**src/logic/sofc_pkg.sv**
```systemverilog
// Function
// - Output A source: VCO, divided VCO, external.
// - Zero-delay bit feeds phase detector from divider.
// - Mode 0 full chip, mode 1 PLL only.
// - Power codes 0,1,3 ignore chip-enable pin.
// - Power codes 4,6,7 combine with chip-enable pin.
// - Reset bit restores defaults, releases itself automatically.
// - Pump minimum pulse width from eight-entry table.
// - Without force, fastlock engaged only while timeout counter runs.
// - Force with nonzero timeout keeps fastlock engaged.
// - Timeout counter runs two times N reference cycles.
// - Fastlock pump gain is n times unit current.
// - Output divider divides by two times (k+1).
// - Output power codes 0 to 47 valid.
// - Output powerdown bit disables its output.
`default_nettype none
package sofc_pkg;
  localparam int WORD_W = 32;
  localparam logic [3:0] ADDR_MODE_OUTPUT = 4'h5;
  localparam logic [3:0] ADDR_FASTLOCK    = 4'h4;
  localparam logic [3:0] ADDR_DIV_POWER   = 4'h3;
  localparam logic [WORD_W-1:0] MODE_OUTPUT_RESET = 32'h00000000;
  localparam logic [WORD_W-1:0] FASTLOCK_RESET    = 32'h00000000;
  localparam logic [WORD_W-1:0] DIV_POWER_RESET   = 32'h00000000;
  // Field positions of mode_output_control.
  localparam int REG_RESET_BIT   = 4;
  localparam int POWER_STATE_LSB = 5;
  localparam int OP_MODE_LSB     = 8;
  localparam int ZERO_DELAY_BIT  = 10;
  localparam int OUT_A_SRC_LSB   = 11;
  localparam int OUT_B_SRC_LSB   = 13;
  // Field positions of fastlock_pump_control.
  localparam int PULSE_WIDTH_LSB = 4;
  localparam int FL_FORCE_BIT    = 7;
  localparam int FL_TIMEOUT_LSB  = 8;
  localparam int FL_GAIN_LSB     = 20;
  localparam int BLEED_LSB       = 25;
  // Field positions of output_divider_power.
  localparam int OUT_DIV_LSB     = 4;
  localparam int OUT_B_PWR_LSB   = 9;
  localparam int OUT_A_PWR_LSB   = 15;
  localparam int OUT_B_PD_BIT    = 21;
  localparam int OUT_A_PD_BIT    = 22;
  localparam logic [4:0] OUT_DIV_MAX_CODE = 5'h12;
  localparam logic [5:0] OUT_PWR_MAX_CODE = 6'h2F;
  localparam logic [11:0] PULSE_WIDTH_PS [0:7] = '{12'h172, 12'h2F8, 12'h46A, 12'h5B4,
                                                   12'h6EA, 12'h816, 12'h92E, 12'hA28};
  localparam int REF_DIV_DEFAULT = 10;
  typedef enum logic [1:0] {
    SOFC_SRC_VCO  = 2'b00,
    SOFC_SRC_DIV  = 2'b01,
    SOFC_SRC_EXT  = 2'b10,
    SOFC_SRC_RSVD = 2'b11
  } sofc_src_t;
  typedef enum logic [1:0] {
    SOFC_PWR_UP      = 2'b00,
    SOFC_PWR_FULL    = 2'b01,
    SOFC_PWR_PARTIAL = 2'b10
  } sofc_pwr_t;
  typedef enum logic [1:0] {
    SOFC_MODE_FULL_CHIP = 2'b00,
    SOFC_MODE_PLL_ONLY  = 2'b01
  } sofc_mode_t;
endpackage
`default_nettype wire

```
**src/logic/sofc_word_if.sv**
```systemverilog
`timescale 1ns/1ps
`default_nettype none
interface sofc_word_if;
  logic [31:0] word;
  logic        valid;
  modport src (output word, output valid);
  modport dst (input word, input valid);
endinterface
`default_nettype wire

```
**src/logic/sofc_serial_rx.sv**
```systemverilog
`timescale 1ns/1ps
`default_nettype none
module sofc_serial_rx (
  input  wire logic   clk,
  input  wire logic   rst_b,
  input  wire logic   ser_clk,
  input  wire logic   ser_data,
  input  wire logic   ser_latch,
  sofc_word_if.src    wr
);
  import sofc_pkg::*;

  typedef struct packed {
    logic [2:0]        clk_s;
    logic [1:0]        data_s;
    logic [2:0]        latch_s;
    logic [WORD_W-1:0] shift;
    logic              valid;
  } sofc_rx_state_t;

  sofc_rx_state_t rx_q;
  sofc_rx_state_t rx_d;

  // Pins pass two flops; the third stage only serves the edge detectors.
  always_comb begin
    rx_d         = rx_q;
    rx_d.clk_s   = {rx_q.clk_s[1:0], ser_clk};
    rx_d.data_s  = {rx_q.data_s[0], ser_data};
    rx_d.latch_s = {rx_q.latch_s[1:0], ser_latch};
    rx_d.valid   = 1'b0;
    if (rx_q.clk_s[1] && !rx_q.clk_s[2]) begin
      rx_d.shift = {rx_q.shift[WORD_W-2:0], rx_q.data_s[1]};
    end
    if (rx_q.latch_s[1] && !rx_q.latch_s[2]) begin
      rx_d.valid = 1'b1;
    end
  end

  always_ff @(posedge clk or negedge rst_b) begin
    if (!rst_b) begin
      rx_q <= '0;
    end else begin
      rx_q <= rx_d;
    end
  end

  assign wr.word  = rx_q.shift;
  assign wr.valid = rx_q.valid;
endmodule
`default_nettype wire

```
**src/logic/sofc_top.sv**
```systemverilog
`timescale 1ns/1ps
`default_nettype none
module sofc_top #(
  parameter int REF_DIV = sofc_pkg::REF_DIV_DEFAULT
) (
  input  wire logic               clk,
  input  wire logic               rst_b,
  input  wire logic               ser_clk,
  input  wire logic               ser_data,
  input  wire logic               ser_latch,
  input  wire logic               chip_enable,
  output logic [1:0]              output_a_source_select,
  output logic [1:0]              output_b_source_select,
  output logic                    zero_delay_feedback,
  output logic                    pll_power_on,
  output logic                    vco_power_on,
  output logic                    device_powered_up,
  output logic                    regulators_on,
  output logic                    soft_reset_pulse,
  output logic [11:0]             pump_min_pulse_width_ps,
  output logic                    fastlock_active,
  output logic [4:0]              fastlock_pump_gain,
  output logic [5:0]              pump_bleed_setting,
  output logic [5:0]              output_divide_ratio,
  output logic                    output_divider_valid,
  output logic [5:0]              output_a_power,
  output logic [5:0]              output_b_power,
  output logic                    rf_output_a_enable,
  output logic                    rf_output_b_enable
);
  import sofc_pkg::*;

  // Register images, pin synchroniser, counters and one register per output.
  typedef struct packed {
    logic [WORD_W-1:0] mode_output_control;
    logic [WORD_W-1:0] fastlock_pump_control;
    logic [WORD_W-1:0] output_divider_power;
    logic [1:0]        ce_s;
    logic [15:0]       ref_cnt;
    logic [12:0]       fl_cnt;
    logic [1:0]        a_src;
    logic [1:0]        b_src;
    logic              zero_dly;
    logic              pll_on;
    logic              vco_on;
    logic              dev_up;
    logic              ldo_on;
    logic              soft_rst;
    logic [11:0]       pulse_ps;
    logic              fl_on;
    logic [4:0]        fl_gain;
    logic [5:0]        bleed;
    logic [5:0]        div_ratio;
    logic              div_ok;
    logic [5:0]        a_pwr;
    logic [5:0]        b_pwr;
    logic              a_en;
    logic              b_en;
  } sofc_state_t;

  sofc_state_t st_q;
  sofc_state_t st_d;
  sofc_word_if wr_if ();

  sofc_serial_rx u_rx (
    .clk       (clk),
    .rst_b     (rst_b),
    .ser_clk   (ser_clk),
    .ser_data  (ser_data),
    .ser_latch (ser_latch),
    .wr        (wr_if.src)
  );

  // Reserved codes fall to full powerdown so a stray write cannot leave the part half on.
  function automatic sofc_pwr_t decode_power(input logic [2:0] code, input logic ce);
    case (code)
      3'h0:    decode_power = SOFC_PWR_UP;
      3'h1:    decode_power = SOFC_PWR_FULL;
      3'h3:    decode_power = SOFC_PWR_PARTIAL;
      3'h4:    decode_power = ce ? SOFC_PWR_UP : SOFC_PWR_FULL;
      3'h6:    decode_power = ce ? SOFC_PWR_UP : SOFC_PWR_PARTIAL;
      3'h7:    decode_power = ce ? SOFC_PWR_PARTIAL : SOFC_PWR_FULL;
      default: decode_power = SOFC_PWR_FULL;
    endcase
  endfunction

  logic [3:0]  wr_addr;
  logic [1:0]  op_mode;
  logic [2:0]  pwr_code;
  logic [11:0] fl_timeout;
  logic [4:0]  div_code;
  logic [5:0]  a_pwr_code;
  logic [5:0]  b_pwr_code;
  sofc_pwr_t   pwr_state;
  logic        ref_tick;

  // Per output: enabled unless powered down or its power code is reserved.
  wire logic [1:0] chan_ok;
  for (genvar ch = 0; ch < 2; ch++) begin : g_chan
    localparam int PWR_LSB = (ch == 0) ? OUT_A_PWR_LSB : OUT_B_PWR_LSB;
    localparam int PD_BIT  = (ch == 0) ? OUT_A_PD_BIT : OUT_B_PD_BIT;
    assign chan_ok[ch] = !st_q.output_divider_power[PD_BIT]
                         && (st_q.output_divider_power[PWR_LSB +: 6] <= OUT_PWR_MAX_CODE);
  end

  always_comb begin
    st_d       = st_q;
    wr_addr    = wr_if.word[3:0];
    // Chip-enable is a pin, so the power decode reads only its second flop.
    st_d.ce_s  = {st_q.ce_s[0], chip_enable};
    st_d.soft_rst = 1'b0;
    // One reference cycle is REF_DIV clocks; the fastlock counter steps once per tick.
    ref_tick   = (st_q.ref_cnt == 16'(REF_DIV - 1));
    st_d.ref_cnt = ref_tick ? 16'h0000 : st_q.ref_cnt + 16'h0001;
    if (ref_tick && st_q.fl_cnt != 13'h0000) begin
      st_d.fl_cnt = st_q.fl_cnt - 13'h0001;
    end
    // A committed word goes to the register its low nibble names; other addresses are dropped.
    if (wr_if.valid) begin
      case (wr_addr)
        ADDR_MODE_OUTPUT: begin
          // The reset bit itself is never stored, which is what releases the reset by itself.
          if (wr_if.word[REG_RESET_BIT]) begin
            st_d.mode_output_control   = MODE_OUTPUT_RESET;
            st_d.fastlock_pump_control = FASTLOCK_RESET;
            st_d.output_divider_power  = DIV_POWER_RESET;
            st_d.fl_cnt                = 13'h0000;
            st_d.soft_rst              = 1'b1;
          end else begin
            st_d.mode_output_control = wr_if.word;
          end
        end
        ADDR_FASTLOCK: begin
          // Every write restarts the timeout, even while an earlier one still runs.
          st_d.fastlock_pump_control = wr_if.word;
          st_d.fl_cnt = {wr_if.word[FL_TIMEOUT_LSB +: 12], 1'b0};
        end
        ADDR_DIV_POWER: begin
          st_d.output_divider_power = wr_if.word;
        end
        default: begin
        end
      endcase
    end

    // Decodes read the stored images, so every output except soft_reset_pulse lags its register by one clock.
    op_mode    = st_q.mode_output_control[OP_MODE_LSB +: 2];
    pwr_code   = st_q.mode_output_control[POWER_STATE_LSB +: 3];
    fl_timeout = st_q.fastlock_pump_control[FL_TIMEOUT_LSB +: 12];
    div_code   = st_q.output_divider_power[OUT_DIV_LSB +: 5];
    a_pwr_code = st_q.output_divider_power[OUT_A_PWR_LSB +: 6];
    b_pwr_code = st_q.output_divider_power[OUT_B_PWR_LSB +: 6];
    pwr_state  = decode_power(pwr_code, st_q.ce_s[1]);
    st_d.a_src    = st_q.mode_output_control[OUT_A_SRC_LSB +: 2];
    st_d.b_src    = st_q.mode_output_control[OUT_B_SRC_LSB +: 2];
    st_d.zero_dly = st_q.mode_output_control[ZERO_DELAY_BIT];
    st_d.dev_up   = (pwr_state == SOFC_PWR_UP);
    st_d.ldo_on   = (pwr_state != SOFC_PWR_FULL);
    // Reserved modes keep both the PLL and the VCO off.
    case (op_mode)
      SOFC_MODE_FULL_CHIP: begin
        st_d.pll_on = st_d.dev_up;
        st_d.vco_on = st_d.dev_up;
      end
      SOFC_MODE_PLL_ONLY: begin
        st_d.pll_on = st_d.dev_up;
        st_d.vco_on = 1'b0;
      end
      default: begin
        st_d.pll_on = 1'b0;
        st_d.vco_on = 1'b0;
      end
    endcase
    st_d.pulse_ps = PULSE_WIDTH_PS[st_q.fastlock_pump_control[PULSE_WIDTH_LSB +: 3]];
    // Force with a zero timeout is an invalid setting and is treated as off.
    if (st_q.fastlock_pump_control[FL_FORCE_BIT]) begin
      st_d.fl_on = (fl_timeout != 12'h000);
    end else begin
      st_d.fl_on = (st_q.fl_cnt != 13'h0000) && (fl_timeout != 12'h000);
    end
    st_d.fl_gain   = st_q.fastlock_pump_control[FL_GAIN_LSB +: 5];
    st_d.bleed     = st_q.fastlock_pump_control[BLEED_LSB +: 6];
    // The sum keeps five bits, so code 31 wraps to a ratio of zero; the valid flag marks it.
    st_d.div_ratio = {div_code + 5'h01, 1'b0};
    st_d.div_ok    = (div_code <= OUT_DIV_MAX_CODE);
    st_d.a_pwr     = a_pwr_code;
    st_d.b_pwr     = b_pwr_code;
    st_d.a_en      = st_d.dev_up && chan_ok[0];
    st_d.b_en      = st_d.dev_up && chan_ok[1];
  end

  always_ff @(posedge clk or negedge rst_b) begin
    if (!rst_b) begin
      st_q <= '0;
    end else begin
      st_q <= st_d;
    end
  end

  // Every output is a field of the registered state.
  assign output_a_source_select  = st_q.a_src;
  assign output_b_source_select  = st_q.b_src;
  assign zero_delay_feedback     = st_q.zero_dly;
  assign pll_power_on            = st_q.pll_on;
  assign vco_power_on            = st_q.vco_on;
  assign device_powered_up       = st_q.dev_up;
  assign regulators_on           = st_q.ldo_on;
  assign soft_reset_pulse        = st_q.soft_rst;
  assign pump_min_pulse_width_ps = st_q.pulse_ps;
  assign fastlock_active         = st_q.fl_on;
  assign fastlock_pump_gain      = st_q.fl_gain;
  assign pump_bleed_setting      = st_q.bleed;
  assign output_divide_ratio     = st_q.div_ratio;
  assign output_divider_valid    = st_q.div_ok;
  assign output_a_power          = st_q.a_pwr;
  assign output_b_power          = st_q.b_pwr;
  assign rf_output_a_enable      = st_q.a_en;
  assign rf_output_b_enable      = st_q.b_en;
endmodule
`default_nettype wire

```
**config.mk**
```make
export PLATFORM = sky130hd
export DESIGN_NAME = sofc_top
export DESIGN_NICKNAME = d
export VERILOG_FILES = /design/src/logic/sofc_pkg.sv /design/src/logic/sofc_word_if.sv /design/src/logic/sofc_serial_rx.sv /design/src/logic/sofc_top.sv
export SDC_FILE = /design/constraint.sdc
export NUM_CORES = 1
export LEC_CHECK = 0
export BUFFER_PORTS_ARGS = -buffer_cell sky130_fd_sc_hd__buf_2
export CELL_PAD_IN_SITES_DETAIL_PLACEMENT = 1
export CELL_PAD_IN_SITES_GLOBAL_PLACEMENT = 2
export CORE_MARGIN = 2
export CORE_UTILIZATION = 40
export DETAILED_ROUTE_END_ITERATION = 6
export MAX_ROUTING_LAYER = met4
export PLACE_DENSITY = 0.88
export SLEW_MARGIN = 15
export SYNTH_ARGS = -nofsm -noshare
export SYNTH_HDL_FRONTEND = slang
export SYNTH_HIERARCHICAL = 1
export SYNTH_SLANG_ARGS = --single-unit
export TNS_END_PERCENT = 1
```
**constraint.sdc**
```tcl
create_clock -name clk -period 6.4 [get_ports clk]
set_input_delay 1.28 -clock clk [delete_from_list [all_inputs] [get_ports clk]]
set_output_delay 1.28 -clock clk [all_outputs]
set_load 0.05 [all_outputs]
```
# After elaboration in Yosys (flattened, before gate mapping)
# Memory sizes are Yosys's and may differ from the RTL's. A register that Yosys moved wholly into a read port is not among the register bits.
# Cells that the tools add are included.
# Widths: inputs -> output; s select.
[op_classes] n_addsub=3 mul=0 div=0 order_cmp=3 n_eq_ne=11 n_shift=0 muxes=19 bitwise_logic=1 n_reduce_logical=23
[ops] operator="$mux 63" n=1
[ops] operator="$pmux 31 s2" n=1
[ops] operator="$pmux 23 s2" n=1
[ops] operator="$mux 13" n=3
[ops] operator="$pmux 13 s2" n=1
[ops] operator="$add 16x1->16 const B" n=1
[ops] operator="$eq 16x4->1 const B" n=1
[ops] operator="$mux 16" n=1
[ops] operator="$mux 15" n=1
[ops] operator="$reduce_bool 13->1" n=1
[ops] operator="$sub 13x1->13 const B" n=1
[ops] operator="$le 6x6->1 const B" n=2
[ops] operator="$reduce_bool 12->1" n=1
[ops] operator="$pmux 2 s5" n=1
[ops] operator="$eq 3x3->1 const B" n=3
[ops] operator="$eq 4x3->1 const B" n=2
[ops] operator="$logic_and 1x1->1" n=8
[ops] operator="$mux 1" n=6
[ops] operator="$reduce_and 3->1" n=2
[ops] operator="$add 5x1->5 const B" n=1
[ops] operator="$le 5x5->1 const B" n=1
[ops] operator="$logic_not 1->1" n=5
[ops] operator="$eq 4x2->1 const B" n=1
[ops] operator="$logic_not 2->1" n=2
[ops] operator="9 further kinds" n=12
[word_totals] register_bits=182 latchBits=0 ram_bits=0 rom_bits=96 input_bits=6 output_inout_bits=55 wordCells=89 mem_count=1
[mem_list] name="(name not given)" depth=8 word_bits=12 rd=1 rd_ports_with_merged_regs=1 wr=0 line_no="sofc_top.sv:174" text="st_d.pulse_ps = PULSE_WIDTH_PS[st_q.fastlock_pump_control[PULSE_WIDTH_LSB +: 3]];"

# Logic depth before layout (Yosys ltp)
[depth] word_depth=6 mapped_depth=8 depth_no_buf=7

# By module
# The synthesis kept the hierarchy.
[modules_own_cells] module="sofc_top" n_inst=1 cells_each=492 area_per_inst_um2=5711.7 seq_area_each_um2=3503.4
[modules_own_cells] module="sofc_serial_rx" n_inst=1 cells_each=111 area_per_inst_um2=1830.5 seq_area_each_um2=1026.0

# Worst setup path after synthesis
# Ideal clock, no wire load.
[synth_timing] path_type="register to register" from="register st_q[62] (netlist name)" to="register st_q[56] (netlist name)" setup_ns=0.121 t_arrival_ns=1.918 t_required_ns=6.279 path_slack_ns=4.361 stages_incl_launch_ff=6 path_buffers=0 synth_period_minus_slack_ns=2.039 cell_sequence="dfrtp_1 -> or4_4 -> nor4b_4 -> a21oi_4 -> mux2i_1 -> a22o_1"
[synth_lines] element="from (decl)" line_no="sofc_top.sv:61" text="sofc_state_t st_q;"
[synth_lines] element="from (signal assigned)" line_no="sofc_top.sv:196" text="st_q <= st_d;"

# Worst setup path in the final report
[layout_timing] from="register u_rx.rx_q, in the netlist u_rx/wr.word[1]" to="register st_q, in the netlist b_pwr_code[0]"
[layout_via] elab_chain_cells=3 elab_cells_between_ends=6 cone_classes="3 x eq/ne; 1 x mux; 2 x reduce/logical"
[layout_rtl] element="from (decl)" line_no="sofc_serial_rx.sv:21" text="sofc_rx_state_t rx_q;"
[layout_rtl] element="from (signal assigned)" line_no="sofc_serial_rx.sv:43" text="rx_q <= rx_d;"
[layout_rtl] element="$eq 4x3->1 or $eq 4x2->1 (tied branches)" line_no="sofc_top.sv:120" text="case (wr_addr)"
[layout_rtl] element="$ne 2x1->1 (no line) or $reduce_bool 2->1 (tied branches)"
[layout_rtl] element="$reduce_and 3->1 (no line)"
# Several ways; a longest one is shown, not always the timed one.
# A chain may end at the register's enable or synchronous reset.

==> metrics.txt <==
Worst Skew=about 0.01 ns; fmax=approximately 0.32 GHz; total I/O pin count=61; Final Instance Area=between 8000 and 9000 µm²; Syn. warnings=6; worst-path cell chain=nor4bb_4, nand2_1, nor2_1, nor2_1, buf_4, a22o_1; drt total wl=between 15 and 20 mm; post-route worst setup slack=between 3 and 4 ns; Final HPWL DP=approximately 10 mm; number of sinks handled by clock tree synthesis=180; worst-case headroom to the max-slew limit=21.31%; placer's final routability congestion estimate=roughly 0.79; Startpoint Class=flip-flop; clock latency reported for the late side of the worst-skew pair=0.43 ns; Wirelength per Cell=around 19 µm; number of standard cells after synthesis=600; post-CTS repair timing setup buffer count=0; HP Class=flip-flop to flip-flop; residual overflow from global routing=0; accumulated negative setup slack=0 ns; Setup-failing EPs final=0; power density cells=~430 nW/µm²; pre-CTS setup slack=3.354 ns; sum of buffers and inverters on the critical path=1; number of max-slew violations in the final report=0; clock tree root driver cell=sky130_fd_sc_hd__clkbuf_16; buffers from clock root to sink, at most=2; area of the die=between 15000 and 20000 µm²; Clock Pin Slew Worst Setup and Hold Paths=0.07 ns; wire length of the first global-routing pass=25.85 mm; WS Path Type=flip-flop to flip-flop; largest net degree at the start of global routing=between 100 and 150; count of final hold-check violations=0; VDD IR-drop max=about 0.0002 V; total placed instance area=between 7000 and 8000 µm²; CTS tree=built; cts bufs inserted=17; layout cells sized above 1=approximately 23%; relative area change from synthesis to final layout=8.176%; count of cells resized by post-cts repair=0; CP max stage cell=sky130_fd_sc_hd__nor4bb_4; post-route DRC violation count=0; placed cells=800; cell leakage power=~4.0 nW; average cell area after synthesis=about 12 µm²; chip height=140.9 µm; setup repair after global routing missed its margin=no; horizontal die dimension=around 140 µm; Filler Cells Inserted=between 1500 and 2000; Crit path arrival time=about 3.4 ns; Period Utilization, post-route=48.69%; number of detailed-routing iterations run before antenna repair=5; data required time of the critical path=6.71 ns; commonest cells after routing, fill and taps aside=sky130_fd_sc_hd__dfrtp_1, sky130_fd_sc_hd__nand2_1, sky130_fd_sc_hd__buf_2; Least-Margin Pin Slew=1.179 ns; via total after detailed routing=about 4300; Synth Cell Area=7498 µm²; result of the run=finished clean; total of buffers placed on input and output ports=between 50 and 60; minimum clock period=just over 3 ns; number of standard cells in the final layout excluding fillers=about 830; final net count=605; most used cell along the critical path=sky130_fd_sc_hd__nor2_1; category of cells accounting for the largest share of critical-path delay=simple AND/OR/NAND/NOR gates; Setup crit end kind=flip-flop; Total GRT Usage=between 15 and 20%; cell row count=50; placeable core region=between 15000 and 20000 µm²; maximum level of the CTS H-tree=4; via count normalized by instance count=roughly 5.2; initial core utilization=40.49%; total inserted antenna cells=0; antenna-violating nets left=0; Max Cap Viol=0; number of design-rule violations left by the first detailed-router iteration=approximately 230; number of global-route vias before repair=4873; most common library cell in the layout ignoring fill and taps=sky130_fd_sc_hd__dfrtp_1; initial antenna violation count=0; maximum fanout along the worst path=20; Max stage delay on crit path=1.04 ns; hold-fix buffer count after cts=0
-- power by group --
| part | leakage [nW] | total [W] | internal [W] | switching (W) |
|---|---|---|---|---|
| clock | 0.318 | 0.00115 | 0.000717 | 0.000435 |
| sequential | 2.37 | 0.00154 | 0.00133 | 0.000209 |
| combinational | 1.29 | 0.000811 | 0.000286 | 0.000525 |
-- final timing paths --
kind	startpoint	end	slack, ns	depth (start not counted)
hold / removal	u_rx/rx_d[34]$_DFF_PN0_	u_rx/rx_d[35]$_DFF_PN0_	0.36	0
setup / recovery	u_rx/wr.word[1]$_DFFE_PN0P_	b_pwr_code[0]$_DFFE_PN0P_	3.28	6
setup reg to reg	u_rx/wr.word[1]$_DFFE_PN0P_	b_pwr_code[0]$_DFFE_PN0P_	3.28	6
min in group asynchronous	rst_b	pump_min_pulse_width_ps[9]$_DFF_PN0_	0.97	1
hold reg to reg	u_rx/rx_d[34]$_DFF_PN0_	u_rx/rx_d[35]$_DFF_PN0_	0.36	0
max in group asynchronous	rst_b	u_rx/wr.word[22]$_DFFE_PN0P_	4.07	2
-- metal layers --
layer | wire length (µm) | GRT usage, % | up-vias | part of all wire, %
met2 | 8390 | 30.04 | 88 | 54
met4 | 244 | 5.632 | 0 | 1.6
met3 | 481 | 3.940 | 20 | 3.1
met1 | 6481 | 19.75 | 2269 | 42
li1 | - | - | 1938 | -
met5 | 0 | - | - | 0
-- final cells by class --
type / count / area, µm² / share of cell area (%)
Clock buffer: 21 / 460.4 / 5.676
Clock inverter: 11 / 193.9 / 2.391
Inverter: 14 / 52.55 / 0.6478
Multi-Input combinational cell: 310 / 2258 / 27.84
Sequential cell: 180 / 4504 / 55.53
Tap cell: 234 / 292.8 / 3.609
Timing Repair Buffer: 63 / 349.1 / 4.304
-- state kept, by name (all words and copies together) (netlist names), 6 cells and up --
name                     count
st_q                        36
u_rx/wr.word                31
st_d                        17
fl_timeout                  12
pump_min_pulse_width_ps     11
a_pwr_code                   6
b_pwr_code                   6
output_a_power               6
output_b_power               6
pump_bleed_setting           6
-- worst reg2reg max path, delay by kind of cell, from the launching register on --
family	cells	cell delay, ns
buffers and inverters	1	0.22
AOI/OAI and AO/OA	1	0.22
and+or+nand+nor	4	2.11
DFF	1	0.45
-- stage by stage --
stage | hold WS, ns | util, % | power [W]
6_report | 0.3572 | 43.80 | 0.003504
5_1_grt | 0.3618 | 43.80 | 0.003662
4_1_cts | 0.3592 | 43.68 | 0.003529
3_5_place_dp | 0.3386 | 40.15 | 0.002366
3_3_place_gp | 0.3321 | 40.15 | 0.002295
2_1_floorplan | 0.3312 | - | 0.002224
Note: power is estimated with default switching activity, not from simulation.
